**src/logic/pis_pkg.sv**
```systemverilog
// Constants for the peripheral input select block and its port B registers.
// Assumes a 16-bit register view carried in the low half of a 32-bit bus.
package pis_pkg;

  // --------------------------------------------------------------------------
  // Register indices (byte address is four times the index)
  // --------------------------------------------------------------------------
  localparam logic [11:0] IDX_DIRB     = 12'hE10;
  localparam logic [11:0] IDX_PORTRD   = 12'hE12;
  localparam logic [11:0] IDX_LATCH    = 12'hE14;
  localparam logic [11:0] IDX_ODRAIN   = 12'hE16;
  localparam logic [11:0] IDX_CNEN     = 12'hE18;
  localparam logic [11:0] IDX_PULLUP   = 12'hE1A;
  localparam logic [11:0] IDX_PULLDN   = 12'hE1C;
  localparam logic [11:0] IDX_ANSEL    = 12'hE1E;
  localparam logic [11:0] IDX_SEL_BASE = 12'h680;

  // --------------------------------------------------------------------------
  // Reset values and implemented-bit masks
  // --------------------------------------------------------------------------
  localparam logic [15:0] RST_DIR      = 16'hFFFF;
  localparam logic [15:0] RST_ZERO     = 16'h0000;
  localparam logic [15:0] RST_ANSEL    = 16'h010F;
  localparam logic [15:0] ANSEL_MASK   = 16'h010F;
  localparam logic [6:0]  RST_SEL      = 7'h00;

  // --------------------------------------------------------------------------
  // Selector codes
  // --------------------------------------------------------------------------
  localparam int unsigned SEL_W        = 7;
  localparam logic [6:0]  CODE_VSS     = 7'h00;
  localparam logic [6:0]  CODE_CMP_ONE = 7'h01;
  localparam int unsigned CODE_CMP_LO  = 1;
  localparam int unsigned CODE_TRG_LO  = 6;
  localparam int unsigned CODE_ENC_LO  = 10;
  localparam int unsigned CODE_PIN_LO  = 20;
  localparam logic [6:0]  CODE_PIN_HI  = 7'h79;
  localparam int unsigned NUM_CMP      = 4;
  localparam int unsigned NUM_TRG      = 4;
  localparam int unsigned NUM_ENC      = 4;

  // --------------------------------------------------------------------------
  // Selector slots
  // --------------------------------------------------------------------------
  localparam int unsigned SLOT_FAULT_A = 0;
  localparam int unsigned SLOT_FLT1    = 1;

endpackage

```
**src/logic/pis_input_select.sv**
```systemverilog
// Peripheral input selector with the port B control registers, on Wishbone.
// Assumes classic Wishbone, 32-bit data; pads arrive asynchronously while the
// comparator, trigger and encoder sources are logic on the same clock.
//
// Behaviour
// RL1: Each peripheral input has a 7-bit selector; value N picks remappable pin N.
// RL2: Mapping is per peripheral input; several inputs may pick the same pin.
// RL3: Software programs only selector values the device variant supports.
// RL4: Fault A selector sits in bits 6-0 of its register and picks its source.
// RL5: Fault A register bits 15-7 read zero and ignore writes.
// RL6: Code 1111001 selects input-only pin 121, the highest code.
// RL7: Code 0000001 selects comparator one output internally, no pin used.
// RL8: Code 0000000 ties the peripheral input to constant low.
// RL9: Selectors also offer comparator and trigger generator outputs as sources.
// RL10: Motor variants also offer filtered encoder index and home of both channels.
// RL11: PWM fault 1 selector at 0000001 is driven by comparator one output.
// RL12: Software enables the encoder and maps its pins before filter use.
// RL13: Port B pin read and output latch have undefined contents after reset.
// RL14: Unimplemented port B bits read zero; analog select resets to 010F.
// RL15: A selector code with no implemented source gives constant low.
module pis_input_select
  import pis_pkg::*;
#(
  parameter int unsigned NUM_SEL   = 4,
  parameter int unsigned NUM_RP    = 102,
  parameter bit          MOTOR_VAR = 1'b1
) (
  input  wire logic               clk_i,
  input  wire logic               rst_i,
  input  wire logic [15:0]        adr_i,
  input  wire logic [31:0]        dat_i,
  output logic      [31:0]        dat_o,
  input  wire logic               we_i,
  input  wire logic [3:0]         sel_i,
  input  wire logic               cyc_i,
  input  wire logic               stb_i,
  output logic                    ack_o,
  input  wire logic [NUM_RP-1:0]  rp_pad_i,
  input  wire logic [NUM_CMP-1:0] cmp_out_i,
  input  wire logic [NUM_TRG-1:0] trg_out_i,
  input  wire logic [NUM_ENC-1:0] enc_filt_i,
  output logic      [NUM_SEL-1:0] periph_in_o,
  input  wire logic [15:0]        port_b_pin_read_pad_i,
  output logic      [15:0]        port_b_pin_read_out_o,
  output logic      [15:0]        port_b_pin_read_oe_o,
  output logic      [15:0]        port_b_pin_read_pu_o,
  output logic      [15:0]        port_b_pin_read_pd_o,
  output logic      [15:0]        port_b_pin_read_ansel_o,
  output logic                    cn_change_o
);

  localparam int unsigned NP = NUM_RP + 16;

  // --------------------------------------------------------------------------
  // Decoding helpers
  // --------------------------------------------------------------------------
  function automatic logic hit(input logic [15:0] a, input logic [11:0] idx);
    hit = (a[15:14] == 2'b00) && (a[13:2] == idx) && (a[1:0] == 2'b00);
  endfunction

  function automatic logic [15:0] lane_mask(input logic [3:0] s);
    lane_mask = {{8{s[1]}}, {8{s[0]}}};
  endfunction

  // --------------------------------------------------------------------------
  // Pad synchronisers: a level counts once stages two and three agree
  // --------------------------------------------------------------------------
  logic [NP-1:0] pad_s1;
  logic [NP-1:0] pad_s2;
  logic [NP-1:0] pad_s3;
  logic [NP-1:0] pad_filt;
  logic [NP-1:0] next_filt;

  always_comb begin
    next_filt = pad_filt;
    for (int i = 0; i < NP; i++) begin
      if (pad_s2[i] == pad_s3[i]) begin
        next_filt[i] = pad_s3[i];
      end
    end
  end

  // No reset here, so the pin view is undefined until pads settle. [RL13]
  always_ff @(posedge clk_i) begin
    pad_s1   <= {port_b_pin_read_pad_i, rp_pad_i};
    pad_s2   <= pad_s1;
    pad_s3   <= pad_s2;
    pad_filt <= next_filt;
  end

  // --------------------------------------------------------------------------
  // Source vector indexed by selector code
  // --------------------------------------------------------------------------
  logic [127:0] src;

  always_comb begin
    src = '0;                                      // [RL8] [RL15]
    for (int i = 0; i < NUM_CMP; i++) begin
      src[CODE_CMP_LO + i] = cmp_out_i[i];         // [RL7] [RL9]
    end
    for (int i = 0; i < NUM_TRG; i++) begin
      src[CODE_TRG_LO + i] = trg_out_i[i];         // [RL9]
    end
    if (MOTOR_VAR) begin
      for (int i = 0; i < NUM_ENC; i++) begin
        src[CODE_ENC_LO + i] = enc_filt_i[i];      // [RL10]
      end
    end
    for (int i = 0; i < NUM_RP; i++) begin
      if (CODE_PIN_LO + i <= int'(CODE_PIN_HI)) begin
        src[CODE_PIN_LO + i] = pad_filt[i];        // [RL1] [RL6]
      end
    end
  end

  // --------------------------------------------------------------------------
  // Register state
  // --------------------------------------------------------------------------
  logic [15:0]      dir_q;
  logic [15:0]      lat_q;
  logic [15:0]      odc_q;
  logic [15:0]      cnen_q;
  logic [15:0]      pu_q;
  logic [15:0]      pd_q;
  logic [15:0]      ansel_q;
  logic [SEL_W-1:0] sel_q      [NUM_SEL];
  logic [15:0]      next_dir;
  logic [15:0]      next_lat;
  logic [15:0]      next_odc;
  logic [15:0]      next_cnen;
  logic [15:0]      next_pu;
  logic [15:0]      next_pd;
  logic [15:0]      next_ansel;
  logic [SEL_W-1:0] next_sel   [NUM_SEL];
  logic [15:0]      pin_rd;
  logic [15:0]      wm;
  logic             wr;

  assign wm     = lane_mask(sel_i);
  assign wr     = cyc_i && stb_i && we_i && !ack_o;
  assign pin_rd = pad_filt[NUM_RP +: 16] & ~ansel_q;

  always_comb begin
    next_dir   = dir_q;
    next_lat   = lat_q;
    next_odc   = odc_q;
    next_cnen  = cnen_q;
    next_pu    = pu_q;
    next_pd    = pd_q;
    next_ansel = ansel_q;
    for (int i = 0; i < NUM_SEL; i++) begin
      next_sel[i] = sel_q[i];
    end
    if (wr) begin
      if (hit(adr_i, IDX_DIRB)) begin
        next_dir = (dir_q & ~wm) | (dat_i[15:0] & wm);
      end
      if (hit(adr_i, IDX_PORTRD) || hit(adr_i, IDX_LATCH)) begin
        next_lat = (lat_q & ~wm) | (dat_i[15:0] & wm);
      end
      if (hit(adr_i, IDX_ODRAIN)) begin
        next_odc = (odc_q & ~wm) | (dat_i[15:0] & wm);
      end
      if (hit(adr_i, IDX_CNEN)) begin
        next_cnen = (cnen_q & ~wm) | (dat_i[15:0] & wm);
      end
      if (hit(adr_i, IDX_PULLUP)) begin
        next_pu = (pu_q & ~wm) | (dat_i[15:0] & wm);
      end
      if (hit(adr_i, IDX_PULLDN)) begin
        next_pd = (pd_q & ~wm) | (dat_i[15:0] & wm);
      end
      if (hit(adr_i, IDX_ANSEL)) begin
        next_ansel = ((ansel_q & ~wm) | (dat_i[15:0] & wm))
                     & ANSEL_MASK;                 // [RL14]
      end
      for (int i = 0; i < NUM_SEL; i++) begin
        if (hit(adr_i, IDX_SEL_BASE + 12'(i)) && sel_i[0]) begin
          next_sel[i] = dat_i[SEL_W-1:0];          // [RL4] [RL5]
        end
      end
    end
  end

  always_ff @(posedge clk_i) begin
    if (rst_i) begin
      dir_q   <= RST_DIR;
      odc_q   <= RST_ZERO;
      cnen_q  <= RST_ZERO;
      pu_q    <= RST_ZERO;
      pd_q    <= RST_ZERO;
      ansel_q <= RST_ANSEL;                        // [RL14]
      for (int i = 0; i < NUM_SEL; i++) begin
        sel_q[i] <= RST_SEL;
      end
    end else begin
      dir_q   <= next_dir;
      odc_q   <= next_odc;
      cnen_q  <= next_cnen;
      pu_q    <= next_pu;
      pd_q    <= next_pd;
      ansel_q <= next_ansel;
      for (int i = 0; i < NUM_SEL; i++) begin
        sel_q[i] <= next_sel[i];
      end
    end
  end

  // The output latch is left without reset on purpose. [RL13]
  always_ff @(posedge clk_i) begin
    lat_q <= next_lat;
  end

  // --------------------------------------------------------------------------
  // Bus answer: one wait state, ack for one cycle, unmapped reads zero
  // --------------------------------------------------------------------------
  logic [31:0] next_dat;
  logic        next_ack;

  always_comb begin
    next_ack = cyc_i && stb_i && !ack_o;
    next_dat = '0;
    if (hit(adr_i, IDX_DIRB)) begin
      next_dat[15:0] = dir_q;
    end
    if (hit(adr_i, IDX_PORTRD)) begin
      next_dat[15:0] = pin_rd;
    end
    if (hit(adr_i, IDX_LATCH)) begin
      next_dat[15:0] = lat_q;
    end
    if (hit(adr_i, IDX_ODRAIN)) begin
      next_dat[15:0] = odc_q;
    end
    if (hit(adr_i, IDX_CNEN)) begin
      next_dat[15:0] = cnen_q;
    end
    if (hit(adr_i, IDX_PULLUP)) begin
      next_dat[15:0] = pu_q;
    end
    if (hit(adr_i, IDX_PULLDN)) begin
      next_dat[15:0] = pd_q;
    end
    if (hit(adr_i, IDX_ANSEL)) begin
      next_dat[15:0] = ansel_q & ANSEL_MASK;       // [RL14]
    end
    for (int i = 0; i < NUM_SEL; i++) begin
      if (hit(adr_i, IDX_SEL_BASE + 12'(i))) begin
        next_dat[SEL_W-1:0] = sel_q[i];            // [RL5]
      end
    end
    if (!(cyc_i && stb_i && !we_i)) begin
      next_dat = '0;
    end
  end

  always_ff @(posedge clk_i) begin
    if (rst_i) begin
      ack_o <= 1'b0;
      dat_o <= '0;
    end else begin
      ack_o <= next_ack;
      dat_o <= next_dat;
    end
  end

  // --------------------------------------------------------------------------
  // Peripheral inputs, one independent selector each
  // --------------------------------------------------------------------------
  logic [NUM_SEL-1:0] next_pin;

  // Each slot indexes the shared source vector on its own. [RL2]
  for (genvar g = 0; g < NUM_SEL; g++) begin : g_route
    assign next_pin[g] = src[sel_q[g]];            // [RL1] [RL4] [RL11]
  end

  // --------------------------------------------------------------------------
  // Port B drive and change notice
  // --------------------------------------------------------------------------
  logic [15:0] cn_prev;
  logic        next_cn;

  always_comb begin
    next_cn = |((pin_rd ^ cn_prev) & cnen_q);
  end

  always_ff @(posedge clk_i) begin
    if (rst_i) begin
      periph_in_o <= '0;
      cn_prev     <= RST_ZERO;
      cn_change_o <= 1'b0;
    end else begin
      periph_in_o <= next_pin;
      cn_prev     <= pin_rd;
      cn_change_o <= next_cn;
    end
  end

  // Open-drain pins only drive low; a high latch releases the pad.
  assign port_b_pin_read_oe_o    = ~dir_q & ~(odc_q & lat_q);
  assign port_b_pin_read_out_o   = lat_q & port_b_pin_read_oe_o;
  assign port_b_pin_read_pu_o    = pu_q;
  assign port_b_pin_read_pd_o    = pd_q;
  assign port_b_pin_read_ansel_o = ansel_q;

  // --------------------------------------------------------------------------
  // Assertions
  // --------------------------------------------------------------------------
  a_ack_single_pulse: assert property (@(posedge clk_i) disable iff (rst_i)
    ack_o |=> !ack_o)
    else $error("ack held longer than one cycle");

  a_ack_after_req: assert property (@(posedge clk_i) disable iff (rst_i)
    (cyc_i && stb_i && !ack_o) |=> ack_o)
    else $error("request not answered in one cycle");

  a_vss_tie_low: assert property (@(posedge clk_i) disable iff (rst_i) // [RL8]
    (sel_q[SLOT_FAULT_A] == CODE_VSS) |=> !periph_in_o[SLOT_FAULT_A])
    else $error("code zero did not give low");

  a_comparator_one_output_fault_a: assert property (@(posedge clk_i) disable iff (rst_i) // [RL7]
    (sel_q[SLOT_FAULT_A] == CODE_CMP_ONE)
      |=> periph_in_o[SLOT_FAULT_A] == $past(cmp_out_i[0]))
    else $error("fault A not following comparator one");

  a_comparator_one_output_pwm_flt: assert property (@(posedge clk_i) disable iff (rst_i) // [RL11]
    (sel_q[SLOT_FLT1] == CODE_CMP_ONE)
      |=> periph_in_o[SLOT_FLT1] == $past(cmp_out_i[0]))
    else $error("PWM fault 1 not following comparator one");

  a_pin_121_select: assert property (@(posedge clk_i) disable iff (rst_i) // [RL6]
    (sel_q[SLOT_FAULT_A] == CODE_PIN_HI)
      |=> periph_in_o[SLOT_FAULT_A] == $past(pad_filt[NUM_RP-1]))
    else $error("code 121 did not follow pin 121");

  a_unmapped_low: assert property (@(posedge clk_i) disable iff (rst_i) // [RL15]
    (sel_q[SLOT_FLT1] > CODE_PIN_HI) |=> !periph_in_o[SLOT_FLT1])
    else $error("unused code did not give low");

  a_sel_read_back: assert property (@(posedge clk_i) disable iff (rst_i) // [RL5]
    (cyc_i && stb_i && !we_i && !ack_o && hit(adr_i, IDX_SEL_BASE))
      |=> (dat_o[31:7] == '0) && (dat_o[6:0] == sel_q[SLOT_FAULT_A]))
    else $error("fault A register read back wrong");

  a_ansel_reset: assert property (@(posedge clk_i) // [RL14]
    $past(rst_i) && !rst_i |-> ansel_q == RST_ANSEL)
    else $error("analog select reset value wrong");

endmodule

```
**config.mk**
```make
export PLATFORM = sky130hd
export DESIGN_NAME = pis_input_select
export DESIGN_NICKNAME = d
export VERILOG_FILES = /design/src/logic/pis_pkg.sv /design/src/logic/pis_input_select.sv
export SDC_FILE = /design/constraint.sdc
export NUM_CORES = 1
export LEC_CHECK = 0
export BUFFER_PORTS_ARGS = -buffer_cell sky130_fd_sc_hd__buf_4
export CAP_MARGIN = 20
export CORE_MARGIN = 4
export CORE_UTILIZATION = 52
export DETAILED_ROUTE_END_ITERATION = 8
export PLACE_DENSITY = 0.76
export REMOVE_ABC_BUFFERS = 1
export SLEW_MARGIN = 25
export SYNTH_ARGS = -nofsm -noshare
export SYNTH_HDL_FRONTEND = slang
export SYNTH_SLANG_ARGS = --single-unit
export TNS_END_PERCENT = 20
```
**constraint.sdc**
```tcl
create_clock -name clk_i -period 2.2 [get_ports clk_i]
set_input_delay 0.22 -clock clk_i [delete_from_list [all_inputs] [get_ports clk_i]]
set_output_delay 0.22 -clock clk_i [all_outputs]
set_load 0.01 [all_outputs]
```
==> impl_results.md <==
* Run status: finished with violations
* Failing checks: negative setup slack
* HPWL after DPL at 46.9 mm
* Register bit total from synthesis at ~640
* Worst hold margin at 130 ps
* # rows at between 70 and 80
* Mapped cell area at approximately 23000 sq um
* Total track usage at a little over a quarter
* Skew final at about 20 ps
* WP data required at approximately 2700 ps
* Largest net degree at the start of global routing at 52
* Crit path time final at 2220 ps
* Crit path arrival time at around 2700 ps
* Worst Setup Start Kind: flip-flop
* Worst-margin pin slew at roughly 700 ps
* HP Class: in -> reg
* GR Overflow Total at 0
* Setup tns final at -19.5 ps
* Drt total wl at around 67 mm
* Share of cells above drive strength 1 at 28.6%
* Global-route wire length before repair at 101 mm
* Final critical-path share of the clock period at 101%
* Final ANT Viol Nets at 0
* Sequential power share at 51.3%
* Die Height at ~220 um
* # clock sinks at around 640
* Share of the synthesized area in the top cell type at a little over two fifths
* Non-Filler Instances at about 3000
* # setup viols final at 1
* Antenna violations before repair at 0
* Synth cell count leaders: dfxtp_1 (505), nand2_1 (147), edfxtp_1 (134)
* Crit path kind: reg -> reg
* Die area at just under 50000 sq um
* Distinct cells, synth at 69
* Initial Util at 52.7%
* Psw at ~0.0054 W
* Fmax at 451 MHz
* Worst skew pair latency at a little over 600 ps
* RSZ-0062 raised after global routing: true
* Vias at between 15000 and 20000
* Most frequent cell after synthesis: dfxtp_1
* Inserted Diodes at 0
* Commonest register cell after synthesis: dfxtp_1
* Synth area leaders: dfxtp_1 (43%), edfxtp_1 (17%), mux4_2 (9.5%), xnor2_1 (4.6%), mux2i_1 (4.1%)
* Inst Count DP at 2746
* Synthesis warning total at 0
* Slew margin rel. at 54.5%
* CP endpoint kind: flip-flop
* PortBufs at roughly 260
* DR DRC count at 0
* # nets final at about 2600
* H-tree levels at 2
* Worst Slack Setup Final at -19.5 ps
* Clock Power Share at about 43%
* Switching share of total power at about 22%
* Static Leak at between 10 and 15 nW
* Max-slew violations at 0
* CP max FO at 5
* MaxCap Viol Count at 0
* Core area at approximately 44000 sq um
* Post-Syn Instances at 1830
* Register area share after synthesis at 60.5%
* CTS root buf: clkbuf_16
* Placer congestion estimate at 0.969
* Clock transition at path regs at about 70 ps
* TritonRoute pass-1 iters at 6
* CTS tree: built
* Avg Synthesized Cell Area at approximately 13 sq um
* Peak VDD IR at roughly 1200 uV
* I/O Pins at a little over 300
* Async set or reset register ratio after synthesis at 0%
* Number of flops mapped to enable cells by yosys at approximately 130
* Power Dens Cells at a little over 800 nW/um^2
* Vias per cell at between 5 and 6
* Vias in the first global route at between 15000 and 20000
* WL/cell at roughly 22 um
* Syn-to-layout area delta at 31.0%
* Cell taking the most area after synthesis: dfxtp_1
* DIE WIDTH at ~220 um
* Final Hold Fails at 0
* Comb pwr share at under 10%
* Internal power at between 0.015 and 0.02 W
* Detailed Route Iter0 Violations at roughly 1600
* Num CTS Buffers at between 60 and 70
* Longest Clk Path Bufs at 3
## final timing paths
kind,start,end,slack (ps),cells past startpoint
setup / recovery,sel_q[2][0],periph_in_o[2],-20,7
hold / removal,we_i,dat_o[2],130,4
setup reg to reg,sel_q[2][0],periph_in_o[2],-20,7
hold reg to reg,pad_s1[98],pad_s2[98],320,0
## cells in the final DEF (no fill, tap or decap), types with 30 or more instances in the layout
cell type / count
o21ai_0: 65
edfxtp_1: 134
nor2_1: 88
dlygate4sd3_1: 136
nand3_1: 50
mux2i_1: 94
dfxtp_1: 501
mux4_2: 103
nor2b_1: 30
a21oi_1: 97
nand2_1: 147
xnor2_1: 122
clkbuf_16: 63
buf_4: 418
## cell families (layout without fill, tap and decap cells)
logic type / count (synthesis) / count (layout) / synth area share (%)
XOR/XNOR: 134 / 134 / 5.03
flip-flops: 639 / 639 / 60.5
AND/OR/NAND/NOR: 415 / 415 / 8.42
buffers and inverters: 140 / 698 / 3.00
multiplexers: 222 / 222 / 15.5
other: 1 / 27 / 0.0161
AO/OA/AOI/OAI: 279 / 279 / 7.47
## through the flow
step | setup WS, ps | area (sq um) | utilization, % | total power, W
final | -19.5 | 30600 | 69.0 | 0.0253
after CTS | -30.3 | 30500 | 68.7 | 0.0253
after global placement | -328 | 26900 | 60.8 | 0.0143
after floorplan | -877 | 22800 | - | 0.0136
after detailed placement | -265 | 26900 | 60.8 | 0.0143
after global routing | -109 | 30600 | 69.0 | 0.0261
## worst max-delay path: stages (launching register included)
cell and delay, ps:
dfxtp_4 420, buf_6 150, mux4_2 500, a22oi_1 230, nand4b_1 200, nand4_1 190, nor3_2 80, or3_1 340
## repair_timing
item,CTS,global route
setup buffers,2,8
endpoints found under the hold margin,233,0
hold buffers,136,0
pin swaps,7,7
resized for setup,10,20
endpoints found under the setup margin,2,4
## power by group through the flow
stage | logic (W) | registers, W | clock network (W)
floorplan | 0.000608 | 0.0130 | 0
detailed placement | 0.00115 | 0.0132 | 0
global placement | 0.00113 | 0.0132 | 0
CTS | 0.00136 | 0.0129 | 0.0110
global route | 0.00149 | 0.0130 | 0.0116
finish | 0.00140 | 0.0130 | 0.0109
## metal layers
metal / wire length (um) / part of all wire [%] / global-route usage, %
met1: 25800 / 39 / 33.4
met4: 2920 / 4.4 / 12.0
met3: 4700 / 7.0 / 4.04
met5: 0 / 0 / 0
met2: 33600 / 50 / 48.0
## final cells by class
cell class                      count  area (sq um)
Sequential cell                   639         14100
Multi-Input combinational cell   1077          8660
Clock inverter                     34           405
Fill cell                        3056         13700
Timing Repair Buffer              576          4890
Clock buffer                       80          1710
Tap cell                          592           741
Inverter                            8          30.0
No activity file was read; power rests on OpenSTA's default activity.
